File: config.mk
export PLATFORM = sky130hd
export DESIGN_NAME = embedded_flash_controller
export DESIGN_NICKNAME = d
export VERILOG_FILES = /design/src/include/flash_ctrl_pkg.sv /design/src/design/page_buffer.sv /design/src/design/embedded_flash_controller.sv
export VERILOG_INCLUDE_DIRS = /design/src /design/src/include
export SDC_FILE = /design/constraint.sdc
export NUM_CORES = 2
export LEC_CHECK = 0
export ABC_AREA = 1
export BUFFER_PORTS_ARGS = -buffer_cell sky130_fd_sc_hd__buf_4
export CAP_MARGIN = 20
export CORE_ASPECT_RATIO = 0.75
export CORE_UTILIZATION = 30
export DETAILED_ROUTE_END_ITERATION = 12
export PLACE_DENSITY = 0.49
export SYNTH_ARGS = -nofsm -noshare
export SYNTH_HDL_FRONTEND = slang
export SYNTH_HIERARCHICAL = 1
export SYNTH_SLANG_ARGS = --single-unit
File: constraint.sdc
create_clock -name clock -period 5.3 [get_ports clock]
set_input_delay 0.53 -clock clock [delete_from_list [all_inputs] [get_ports clock]]
set_output_delay 0.53 -clock clock [all_outputs]
set_load 0.005 [all_outputs]
File: src/include/flash_ctrl_defs.svh
`ifndef FLASH_CTRL_DEFS_SVH
`define FLASH_CTRL_DEFS_SVH

// timing figures and derived cycle counts (clock 10 MHz)
`define CLK_PERIOD_NS 100
`define BOOT_RESTORE_S 10
`define BOOT_RESTORE_CYC (`BOOT_RESTORE_S * 64'd1000000000 / `CLK_PERIOD_NS)
`define PROGRAM_CYC 16
`define ERASE_CYC 32
`define NVM_CYC 4
// geometry defaults
`define BANK_COUNT 2
`define PAGES_PER_BANK 1024
`define PAGE_BYTES 256
`define REGION_PAGES 64
`define REGION_COUNT 32
`define BUF_BYTES_LARGE 256
`define BUF_BYTES_SMALL 128
// general purpose bit positions
`define GP_BROWNOUT_EN 0
`define GP_BROWNOUT_RST 1
// factory calibration value (arbitrary)
`define CAL_DEFAULT 8'hA5
// wait-state reset value
`define WAIT_RESET 2'h1

`endif

File: src/include/flash_ctrl_pkg.sv
package flash_ctrl_pkg;
	typedef enum logic [3:0] {
		CMD_NONE = 4'h0,
		CMD_PAGE_PROGRAM = 4'h1,
		CMD_PAGE_ERASE = 4'h2,
		CMD_FULL_ERASE = 4'h3,
		CMD_SET_LOCK = 4'h4,
		CMD_CLEAR_LOCK = 4'h5,
		CMD_SET_GP = 4'h6,
		CMD_CLEAR_GP = 4'h7,
		CMD_SET_SECURITY = 4'h8
	} command_t;

	typedef enum logic [1:0] {
		ST_IDLE = 2'h0,
		ST_BUSY = 2'h1,
		ST_DONE = 2'h2
	} seq_state_t;

	// command request from the register user interface
	typedef struct packed {
		logic valid;
		command_t cmd;
		logic [10:0] page;
		logic gpIndex;
	} cmd_req_t;

	// status reported back to software
	typedef struct packed {
		logic ready;
		logic lock_violation_flag;
		logic commandError;
		logic irq;
	} status_t;
endpackage

File: src/design/page_buffer.sv
`timescale 1ns/1ps
// page write buffer with registered read data
module page_buffer
	import flash_ctrl_pkg::*;
#(
	parameter int WORDS = 64
) (
	// clock and reset
	input wire logic clock,
	input wire logic rstn,
	// write side
	input wire logic wrEn,
	input wire logic [$clog2(WORDS)-1:0] wrAddr,
	input wire logic [31:0] wrData,
	// read side
	input wire logic [$clog2(WORDS)-1:0] rdAddr,
	output logic [31:0] rdData
);
	logic [31:0] mem [WORDS];

	// storage write and registered read
	always_ff @(posedge clock) begin
		if (wrEn) begin
			mem[wrAddr] <= wrData;
		end
		if (!rstn) begin
			rdData <= 32'h0;
		end else begin
			rdData <= mem[rdAddr];
		end
	end
endmodule

File: src/design/embedded_flash_controller.sv
`timescale 1ns/1ps
// Overview of operation
// - array is pages of 32-bit words, sized by banks, pages, page bytes
// - page-sized write buffer filled through a 32-bit port
// - array goes to standby whenever nothing reads or writes it
// - bus masters read the array and write the buffer; control is ported
// - software sets wait states and starts erase, program, nvm commands
// - done and error status reported, interrupts enabled separately
// - dual 32-bit prefetch buffer serves sequential halfword fetches
// - each bank has own sequencer; reads proceed in the idle bank
// - array split in lock regions of fixed pages, one lock bit each
// - erase or program into locked region aborts and flags lock error
// - lock error raises interrupt only when its enable bit is one
// - set-lock protects a region, clear-lock unprotects it
// - erase pin clears every lock bit
// - security bit blocks debug and fast programming port accesses
// - security set only by its command, never cleared by a command alone
// - security clears after erase pin high then full erase
// - two general bits with own set and clear commands, kept
// - general bit 0 enables brownout detector; erase pin clears it
// - general bit 1 enables brownout reset; erase pin clears it
// - eight calibration bits unwritable and unaffected by erase pin
// - test pin, lines 0,1 high, line 2 low enter fast programming
// - test pin and lines 0..2 high ten seconds restores boot program
`include "flash_ctrl_defs.svh"
module embedded_flash_controller
	import flash_ctrl_pkg::*;
#(
	parameter int BANKS = `BANK_COUNT,
	parameter int PAGES = `PAGES_PER_BANK,
	parameter int PAGE_BYTES = `PAGE_BYTES,
	parameter int REGION_PAGES = `REGION_PAGES,
	parameter longint BOOT_CYCLES = `BOOT_RESTORE_CYC
) (
	// clock and reset
	input wire logic clock,
	input wire logic rstn,
	// bus master read port
	input wire logic readReq,
	input wire logic [20:0] readAddr,
	input wire logic readFromDebug,
	input wire logic [31:0] arrayData,
	output logic [31:0] readData,
	output logic readValid,
	output logic readRefused,
	// bus master write-buffer port
	input wire logic bufWrite,
	input wire logic [5:0] bufWordAddr,
	input wire logic [31:0] bufWriteData,
	// command port
	input wire cmd_req_t cmdReq,
	input wire logic [1:0] waitStates,
	input wire logic lockErrIrqEn,
	input wire logic doneIrqEn,
	// external pins
	input wire logic erasePin,
	input wire logic factory_test_pin,
	input wire logic io_line_zero,
	input wire logic io_line_one,
	input wire logic io_line_two,
	// status and array controls
	output status_t flash_status_register,
	output logic [BANKS-1:0] bankStandby,
	output logic [BANKS-1:0] bankBusy,
	output logic [31:0] programData,
	output logic fast_programming_port,
	output logic bootRestore,
	output logic brownoutDetectorEn,
	output logic brownoutResetEn,
	output logic [7:0] calibration,
	output logic [BANKS*PAGES/REGION_PAGES-1:0] lockBits,
	output logic securityBit
);
	localparam int REGIONS = BANKS * PAGES / REGION_PAGES;
	localparam int BUF_WORDS = PAGE_BYTES / 4;
	localparam int PAGE_W = $clog2(BANKS * PAGES);
	localparam int REG_W = $clog2(REGIONS);

	typedef struct packed {
		seq_state_t [BANKS-1:0] seq;
		logic [BANKS-1:0][5:0] timer;
		logic [1:0] gp;
		logic [REGIONS-1:0] locks;
		logic security;
		logic erasePending;
		logic fullErase;
		logic ready;
		logic lockErr;
		logic cmdErr;
		logic irq;
		logic [1:0][31:0] prefetch;
		logic [1:0][18:0] pfTag;
		logic [1:0] pfValid;
		logic [1:0] waitCnt;
		logic reading;
		logic [20:0] rdAddr;
		logic [31:0] rdData;
		logic rdValid;
		logic refused;
		logic [BANKS-1:0] standby;
		logic fastProg;
		logic [63:0] bootCnt;
		logic boot;
		logic [7:0] cal;
		logic [BANKS-1:0] prog;
	} state_t;

	state_t cur;
	state_t next_cur;
	logic [31:0] bufRdData;

	// page write buffer sized to the page
	page_buffer #(.WORDS(BUF_WORDS)) writeBuffer (
		.clock(clock),
		.rstn(rstn),
		.wrEn(bufWrite),
		.wrAddr(bufWordAddr[$clog2(BUF_WORDS)-1:0]),
		.wrData(bufWriteData),
		.rdAddr(cur.timer[0][$clog2(BUF_WORDS)-1:0]),
		.rdData(bufRdData)
	);

	// command decode helpers
	logic [PAGE_W-1:0] cmdPage;
	logic [REG_W-1:0] cmdRegion;
	logic cmdBank;
	assign cmdPage = cmdReq.page[PAGE_W-1:0];
	assign cmdRegion = REG_W'(cmdPage / PAGE_W'(REGION_PAGES));
	assign cmdBank = (BANKS > 1) ? cmdPage[PAGE_W-1] : 1'b0;

	// next-state logic
	always_comb begin
		logic rdBank;
		logic hit0;
		logic hit1;
		logic lockHit;
		logic busyAny;
		rdBank = (BANKS > 1) ? cur.rdAddr[20] : 1'b0;
		hit0 = 1'b0;
		hit1 = 1'b0;
		lockHit = 1'b0;
		busyAny = |cur.prog;
		next_cur = cur;
		next_cur.rdValid = 1'b0;
		next_cur.refused = 1'b0;
		// sequencers per bank count down
		for (int b = 0; b < BANKS; b++) begin
			case (cur.seq[b])
				ST_IDLE: begin
					next_cur.prog[b] = 1'b0;
				end
				ST_BUSY: begin
					if (cur.timer[b] == 6'h0) begin
						next_cur.seq[b] = ST_DONE;
					end else begin
						next_cur.timer[b] = cur.timer[b] - 6'h1;
					end
				end
				ST_DONE: begin
					next_cur.seq[b] = ST_IDLE;
					next_cur.fullErase = 1'b0;
					next_cur.prog[b] = 1'b0;
					next_cur.ready = 1'b1;
					if (doneIrqEn) begin
						next_cur.irq = 1'b1;
					end
				end
				default: begin
					next_cur.seq[b] = ST_IDLE;
				end
			endcase
		end
		// full erase after erase pin releases security
		for (int b = 0; b < BANKS; b++) begin
			if (cur.seq[b] == ST_DONE && cur.erasePending &&
				cur.fullErase) begin
				next_cur.security = 1'b0;
				next_cur.erasePending = 1'b0;
			end
		end
		// accept a new command
		if (cmdReq.valid && cur.ready && !busyAny) begin
			next_cur.ready = 1'b0;
			lockHit = (cmdReq.cmd == CMD_FULL_ERASE) ? |cur.locks :
				cur.locks[cmdRegion];
			case (cmdReq.cmd)
				CMD_PAGE_PROGRAM, CMD_PAGE_ERASE, CMD_FULL_ERASE: begin
					if (lockHit) begin
						next_cur.ready = 1'b1;
						next_cur.lockErr = 1'b1;
						if (lockErrIrqEn) begin
							next_cur.irq = 1'b1;
						end
					end else begin
						next_cur.fullErase = (cmdReq.cmd == CMD_FULL_ERASE);
						for (int b = 0; b < BANKS; b++) begin
							if (cmdReq.cmd == CMD_FULL_ERASE ||
								b == int'(cmdBank)) begin
								next_cur.seq[b] = ST_BUSY;
								next_cur.prog[b] = 1'b1;
								next_cur.timer[b] =
									(cmdReq.cmd == CMD_PAGE_PROGRAM) ?
									6'(`PROGRAM_CYC) : 6'(`ERASE_CYC);
							end
						end
					end
				end
				CMD_SET_LOCK: begin
					next_cur.locks[cmdRegion] = 1'b1;
					next_cur.ready = 1'b1;
				end
				CMD_CLEAR_LOCK: begin
					next_cur.locks[cmdRegion] = 1'b0;
					next_cur.ready = 1'b1;
				end
				CMD_SET_GP: begin
					next_cur.gp[cmdReq.gpIndex] = 1'b1;
					next_cur.ready = 1'b1;
				end
				CMD_CLEAR_GP: begin
					next_cur.gp[cmdReq.gpIndex] = 1'b0;
					next_cur.ready = 1'b1;
				end
				CMD_SET_SECURITY: begin
					next_cur.security = 1'b1;
					next_cur.ready = 1'b1;
				end
				default: begin
					next_cur.cmdErr = 1'b1;
					next_cur.ready = 1'b1;
				end
			endcase
		end
		// erase pin clears locks and general bits
		if (erasePin) begin
			next_cur.locks = '0;
			next_cur.gp = 2'h0;
			next_cur.erasePending = cur.security;
		end
		// prefetch lookup
		hit0 = cur.pfValid[0] && cur.pfTag[0] == cur.rdAddr[20:2];
		hit1 = cur.pfValid[1] && cur.pfTag[1] == cur.rdAddr[20:2];
		if (readReq && !cur.reading) begin
			if (readFromDebug && cur.security) begin
				next_cur.refused = 1'b1;
			end else begin
				next_cur.reading = 1'b1;
				next_cur.rdAddr = readAddr;
				next_cur.waitCnt = waitStates;
			end
		end else if (cur.reading) begin
			if (hit0 || hit1) begin
				next_cur.rdData = hit0 ? cur.prefetch[0] : cur.prefetch[1];
				next_cur.rdValid = 1'b1;
				next_cur.reading = 1'b0;
			end else if (cur.prog[rdBank]) begin
				next_cur.waitCnt = cur.waitCnt; // bank busy, read waits
			end else if (cur.waitCnt != 2'h0) begin
				next_cur.waitCnt = cur.waitCnt - 2'h1;
			end else begin
				// fill the slot for this word only; the other slot keeps its contents
				next_cur.rdData = arrayData;
				next_cur.rdValid = 1'b1;
				next_cur.reading = 1'b0;
				next_cur.prefetch[cur.rdAddr[2]] = arrayData;
				next_cur.pfTag[cur.rdAddr[2]] = cur.rdAddr[20:2];
				next_cur.pfValid[cur.rdAddr[2]] = 1'b1;
			end
		end
		// writes or erases invalidate the prefetch
		if (busyAny) begin
			next_cur.pfValid = 2'h0;
		end
		// standby when neither read nor write touches a bank
		for (int b = 0; b < BANKS; b++) begin
			next_cur.standby[b] = !next_cur.prog[b] &&
				!(next_cur.reading && (BANKS == 1 ||
				int'(next_cur.rdAddr[20]) == b));
		end
		// pin strap entry of fast programming
		next_cur.fastProg = factory_test_pin && io_line_zero &&
			io_line_one && !io_line_two && !next_cur.security;
		// boot restore after strap held for the full time
		if (factory_test_pin && io_line_zero && io_line_one && io_line_two)
		begin
			if (cur.bootCnt < 64'(BOOT_CYCLES)) begin
				next_cur.bootCnt = cur.bootCnt + 64'h1;
			end else begin
				next_cur.boot = 1'b1;
			end
		end else begin
			next_cur.bootCnt = 64'h0;
		end
		next_cur.cal = `CAL_DEFAULT;
	end

	// state register
	always_ff @(posedge clock) begin
		if (!rstn) begin
			cur <= '0;
			cur.ready <= 1'b1;
			cur.cal <= `CAL_DEFAULT;
			cur.standby <= '1;
		end else begin
			cur <= next_cur;
		end
	end

	// outputs straight from state
	assign readData = cur.rdData;
	assign readValid = cur.rdValid;
	assign readRefused = cur.refused;
	assign flash_status_register = '{ready: cur.ready,
		lock_violation_flag: cur.lockErr, commandError: cur.cmdErr,
		irq: cur.irq};
	assign bankStandby = cur.standby;
	assign bankBusy = cur.prog;
	assign programData = bufRdData;
	assign fast_programming_port = cur.fastProg;
	assign bootRestore = cur.boot;
	assign brownoutDetectorEn = cur.gp[`GP_BROWNOUT_EN];
	assign brownoutResetEn = cur.gp[`GP_BROWNOUT_RST];
	assign calibration = cur.cal;
	assign lockBits = cur.locks;
	assign securityBit = cur.security;

	// locked program must abort with lock flag
	AST_LOCK_ABORT: assert property (@(posedge clock) disable iff (!rstn)
		cmdReq.valid && cur.ready && !(|cur.prog) &&
		cmdReq.cmd == CMD_PAGE_PROGRAM && cur.locks[cmdRegion]
		|=> cur.lockErr && cur.ready && !(|cur.prog))
		else $error("locked program not aborted");
	AST_LOCK_IRQ: assert property (@(posedge clock) disable iff (!rstn)
		$rose(cur.lockErr) && !$past(lockErrIrqEn) && !$past(doneIrqEn) &&
		!$past(cur.irq) |-> !cur.irq)
		else $error("lock irq without enable");
	AST_ERASE_PIN: assert property (@(posedge clock) disable iff (!rstn)
		erasePin |=> cur.locks == '0 && cur.gp == 2'h0)
		else $error("erase pin did not clear bits");
	AST_SECURE_REFUSE: assert property (@(posedge clock)
		disable iff (!rstn)
		readReq && !cur.reading && readFromDebug && cur.security
		|=> readRefused && !cur.reading)
		else $error("debug read allowed while secure");
	AST_SECURE_STICKY: assert property (@(posedge clock)
		disable iff (!rstn)
		cur.security && !cur.erasePending |=> cur.security)
		else $error("security cleared without erase pin");
	AST_READY_DROP: assert property (@(posedge clock) disable iff (!rstn)
		cmdReq.valid && cur.ready && !(|cur.prog) &&
		cmdReq.cmd == CMD_PAGE_ERASE && !cur.locks[cmdRegion]
		|=> !cur.ready ##[1:40] cur.ready)
		else $error("ready not cycled by erase");
	AST_STANDBY: assert property (@(posedge clock) disable iff (!rstn)
		!(|cur.prog) && !cur.reading |-> &cur.standby)
		else $error("array not in standby when idle");
	AST_FAST_PROG: assert property (@(posedge clock) disable iff (!rstn)
		factory_test_pin && io_line_zero && io_line_one && !io_line_two
		&& !securityBit ##1 !securityBit
		|-> fast_programming_port)
		else $error("fast programming not entered");
	AST_CAL: assert property (@(posedge clock) disable iff (!rstn)
		calibration == `CAL_DEFAULT)
		else $error("calibration bits changed");
endmodule

# Yosys cells after proc, flatten, opt, wreduce, memory -nomap -nowiden

Memory sizes are Yosys's and may differ from the RTL's. A register that Yosys moved wholly into a read port is not among the register bits.
Index checks and enable logic that the tools add are counted.

Bits in registers: 297
Bits in latches: 0
Bits in writable memories: 2,048
Memory bits (read-only): 0
Bits of input ports: 122
Output and inout bits: 119
Logic and storage cells: 225
Memories: 1

Memories:

| memory          | depth | width | rd ports | clocked after Yosys merged registers in | write ports | line              | source |
|---|---|---|---|---|---|---|---|
| writeBuffer.mem | 64    | 32    | 1        | 1                                       | 1           | page_buffer.sv:19 | `logic [31:0] mem [WORDS];` |

Add/sub/neg operators: 4
$mul: 0
Divide/modulo/power cells: 0
$lt $le $gt $ge: 8
Equal/unequal tests: 19
Shifts and indexed selects: 0
Muxes and demuxes: 79
Bitwise operators: 18
Reduce and logical (&&, ||, !) cells: 65

Operators with widths:

| kind                                                  | number |
|---|---|
| two-way mux 33 bit                                    | 3 |
| adder 64 x 1 -> 64 bit (second input constant)        | 1 |
| bitwise mux 64 bit                                    | 1 |
| < comparator 64 x 27 -> 1 bit (second input constant) | 1 |
| two-way mux 32 bit                                    | 2 |
| one-hot mux 32 bit (2 select lines)                   | 1 |
| two-way mux 51 bit                                    | 1 |
| two-way mux 6 bit                                     | 7 |
| bitwise mux 38 bit                                    | 1 |
| equality test 19 bit                                  | 2 |
| bitwise AND 32 bit                                    | 1 |
| demux 32 bit (select 1 bit)                           | 1 |
| two-way mux 16 bit                                    | 2 |
| NOT 32 bit                                            | 1 |
| OR 32 bit                                             | 1 |
| OR reduction 32 bit                                   | 1 |
| two-way mux 1 bit                                     | 31 |
| two-way mux 2 bit                                     | 15 |
| two-way mux 24 bit                                    | 1 |
| logical AND 1 bit                                     | 22 |
| two-way mux 21 bit                                    | 1 |
| demux 19 bit (select 1 bit)                           | 1 |
| two-way mux 19 bit                                    | 1 |
| equality test 4 x 3 -> 1 bit (second input constant)  | 4 |
| 35 further kinds                                      | 90 |

# Depth between registers and ports, before layout

Depth after elaboration: 10
Gate-level depth with buffers: 15
Gate-level depth less buffers: 14

# Modules after synthesis

The synthesis kept the hierarchy.

Modules (own cells, without submodules):

| module                    | instances | cells each | area each (sq um) | seq. area each (sq um) |
|---|---|---|---|---|
| page_buffer               | 1         | 6,870      | 83,030.9          | 62,139.6 |
| embedded_flash_controller | 1         | 2,230      | 14,724.1          | 5,745.5 |

# Least setup slack after synthesis

Ideal clock, no wire load.

Path kind: input to register
Start: input bufWrite
End: memory writeBuffer.mem[48][0] (enable)
Library setup time: 0.502 ns
Arrival time: 4.158 ns
Data required time: 4.798 ns
Slack: 0.640 ns
Cell stages on the path: 3
Path buffers: 1
Cells stage by stage: clkbuf_1 nand4_1 nor4_1

Cells in the longest elaborated chain, start to end: 2

Ends and longest elaborated chain:

| what                                    | line                            | source |
|---|---|---|
| start: declaration                      | embedded_flash_controller.sv:47 | `input wire logic bufWrite,` |
| two-way mux 1 bit                       | page_buffer.sv:23               | `if (wrEn) begin` |
| two-way mux 1 bit (implied by the code) | page_buffer.sv:24               | `mem[wrAddr] <= wrData;` |
| end: declaration                        | page_buffer.sv:19               |  |

No other way between the ends.

==> results.sh <==
export IMPL_outcome="complete, no violations"
export IMPL_ios=241
export IMPL_drtAntennaViolNets=0
export IMPL_cts_num_sinks=2367
export IMPL_avgViaCountPerCell=4.99
export IMPL_synth_main_ff_cell="edfxtp_1"
export IMPL_die_x_um=661
export IMPL_p_seq_share_pct=52.3
export IMPL_startpoint_type="register"
export IMPL_seqCellArea_sq_um=67900
export IMPL_drt_wirelength_per_cell_um=22.4
export IMPL_post_cts_resized=0
export IMPL_yosysSeqAreaShare_pct=69.4
export IMPL_ys_types=40
export IMPL_drt_iter0_drc=6779
export IMPL_clk_latency_ps=930
export IMPL_final_hold_viol_count=0
export IMPL_power_frac_clock_pct=43.4
export IMPL_cts_clk_slew_worst_paths_ps=70
export IMPL_layout_min_cycle_time_ps=3600
export IMPL_path_max_fanout=152
export IMPL_drv_cap=0
export IMPL_arrival_ps=4400
export IMPL_grt_setup_unrepaired="false"
export IMPL_max_freq_mhz=278
export IMPL_hp_class="in2reg"
export IMPL_worst_setup_path_type="reg2reg"
export IMPL_crit_required_ps=6100
export IMPL_relSlewSlack_pct=23.5
export IMPL_worst_pin_slew_ps=1140
export IMPL_finalNetCount=9302
export IMPL_swShare_pct=22.0
export IMPL_grt_max_degree=177
export IMPL_p_comb_share_pct=4.3
export IMPL_yosys_register_bits=2367
export IMPL_wirelength_um=306000
export IMPL_place_gp_congestion=0.844
export IMPL_grt_overflow=0
export IMPL_async_flop_share_pct=0
export IMPL_setup_viol=0
export IMPL_p_int_mw=30.7
export IMPL_drive_gt1_share_pct=9.27
export IMPL_cts_root_buf="clkbuf_16"
export IMPL_grt_pass1_vias=64200
export IMPL_endpoint_kind="register"
export IMPL_power_density_nw_per_um2=351
export IMPL_drc_errors=0
export IMPL_post_cts_buffers=0
export IMPL_ir_worst_vdd_mv=0.292
export IMPL_fin_worst_skew_ps=72.0
export IMPL_slew_violations=0
export IMPL_h_tree_depth=4
export IMPL_r2r_setup_slack_ps=1700
export IMPL_vias=68300
export IMPL_num_rows=181
export IMPL_cts_buffer_depth=4
export IMPL_dp_hpwl_um=166000
export IMPL_antenna_found_initial=25
export IMPL_setup_tns_ps=0
export IMPL_portBuffers=224
export IMPL_area_growth_pct=14.8
export IMPL_power_leakage_nw=40.1
export IMPL_p_switching_mw=8.67
export IMPL_die_area_sq_um=328000
export IMPL_reg2reg_depth=11
export IMPL_syn_inst=9100
export IMPL_firstDrtPassIters=5
export IMPL_multi_input_area_sq_um=26000
export IMPL_fill_cells=31900
export IMPL_synth_area_sq_um=97800
export IMPL_postCtsHoldBufs=56
export IMPL_cts_tree="yes"
export IMPL_cts_buffers=239
export IMPL_grt_pass1_wl_um=440000
export IMPL_synth_edff_count=2048
export IMPL_yosys_warnings=6
export IMPL_fin_total_pwr_mw=39.3
export IMPL_finalCritPeriodShare_pct=67.9
export IMPL_design_core_area_sq_um=324000
export IMPL_initial_utilization_pct=30.1
export IMPL_avgSynthCellArea_sq_um=10.7
export IMPL_die_h_um=496
export IMPL_hold_depth=3
export IMPL_grt_usage_pct=18.1
[path summary, 6_finish.rpt]
check	from	end
min	readAddr[14]	cur[126]
max	cur[281]	writeBuffer/rdData[21]
max reg2reg	cur[281]	writeBuffer/rdData[21]
min reg2reg	cur[59]	cur[59]
[cell families (layout without fill, tap and decap cells)]
group	count (synthesis)	after routing	synth area share (%)
compound gates	297	297	1.67
other cells	2	20	0.00768
flops	2367	2367	69.4
xor+xnor	38	38	0.340
fa+ha+maj	6	6	0.0768
buf+inv	907	1171	4.49
mux	2	2	0.0230
simple gates	5481	5481	23.9
[layer usage]
metal  track usage (%)  routed length [um]  vias to the layer above
li1                  -                   -                    31500
met1              26.1              139000                    33900
met2              27.7              135000                     2438
met3              3.62               25100                      404
met4              4.54                6830                        6
met5             0.431                 224                        -
[metrics by stage]
step	cell area, sq um	setup WS (ps)	hold slack, ps	util [%]	std cells
after floorplan	97800	640	408	-	9106
after global placement	104000	1730	414	32.0	13200
after detailed placement	104000	1690	419	32.0	13200
after CTS	112000	1690	10.5	34.6	13700
after global routing	112000	1410	56.6	34.6	13700
final	112000	1700	88.8	34.6	13700
[worst max-delay path, stage by stage, from the launching register on]
cell and delay (ps):
dfxtp_4 520, inv_16 520, buf_4 560, buf_4 650, nand2_1 100, nand3_1 110
nand3_1 90, nand2_1 90, nand2_1 60, nand3_1 100, nand3_1 300, a21oi_1 230
[placed cells by master (no fill, tap or decap), types with 10 or more instances in the layout]
cell type	Yosys	final
inv_1	253	251
a21oi_1	89	89
clkinv_1	2	43
buf_4	134	384
o22ai_1	16	16
dlygate4sd3_1	0	56
buf_12	0	28
nand4_1	139	139
diode_2	0	12
clkinv_2	0	41
dfxtp_1	319	311
clkbuf_16	0	241
or2_0	12	12
edfxtp_1	2048	2048
o311a_1	24	24
clkbuf_8	0	17
clkinvlp_4	0	11
bufinv_16	0	25
nor4_1	18	10
nor2_1	565	508
nor2_4	3	59
o21ai_0	134	134
xnor2_1	10	10
clkbuf_1	163	48
nand3_1	1794	1794
nand2_1	2874	2874
nor3_1	45	45
or2_2	12	12
xor2_1	28	28
o21ai_1	32	32
[Yosys cell counts (2+ instances only)]
library cell	instances	area [sq um]
nand3_1	1794	8980
nand2_2	3	18.8
inv_2	6	22.5
inv_4	2	12.5
nor2_1	565	2120
o21ai_1	32	160
or2_1	8	50.1
dfxtp_1	319	6390
nor2_4	3	33.8
nand3b_1	3	22.5
clkinv_1	2	7.51
conb_1	2	7.51
buf_1	44	165
nand3_2	2	20.0
clkbuf_1	163	612
nor3_1	45	225
inv_1	253	950
edfxtp_1	2048	61500
o21ai_0	134	671
nand4_1	139	870
o22ai_1	16	100
o311a_1	24	240
or2_2	12	75.1
buf_6	16	180
nand2_1	2874	10800
a21oi_1	89	445
mux2_2	2	22.5
ha_1	6	75.1
or2_0	12	75.1
nor4_1	18	113
buf_2	286	1430
xor2_1	28	245
buf_4	134	1010
xnor2_1	10	87.6
[layout make-up]
type	count	share of cell area [%]
Timing Repair Buffer	471	3.62
Sequential cell	2367	60.5
Clock inverter	131	1.21
Tap cell	4300	4.80
Multi-Input combinational cell	5832	23.2
Antenna cell	12	0.0268
Clock buffer	306	5.74
Inverter	263	0.916
[state kept, by name, summed over array words and instances (netlist names), 2 cells and up, named ones only]
name	flops
writeBuffer/mem	2048
readData	32
cur	208
writeBuffer/rdData	32
bankBusy	2
bankStandby	2
flash_status_register	4
[power groups by stage]
stage	clock (mW)	combinational, mW	sequential (mW)
finish	17.1	1.67	20.6
global route	18.1	1.83	20.6
CTS	17.5	1.67	20.6
detailed placement	0	1.64	21.0
global placement	0	1.61	21.0
floorplan	0	0.823	20.9
Power figures use the tool's default switching activity.
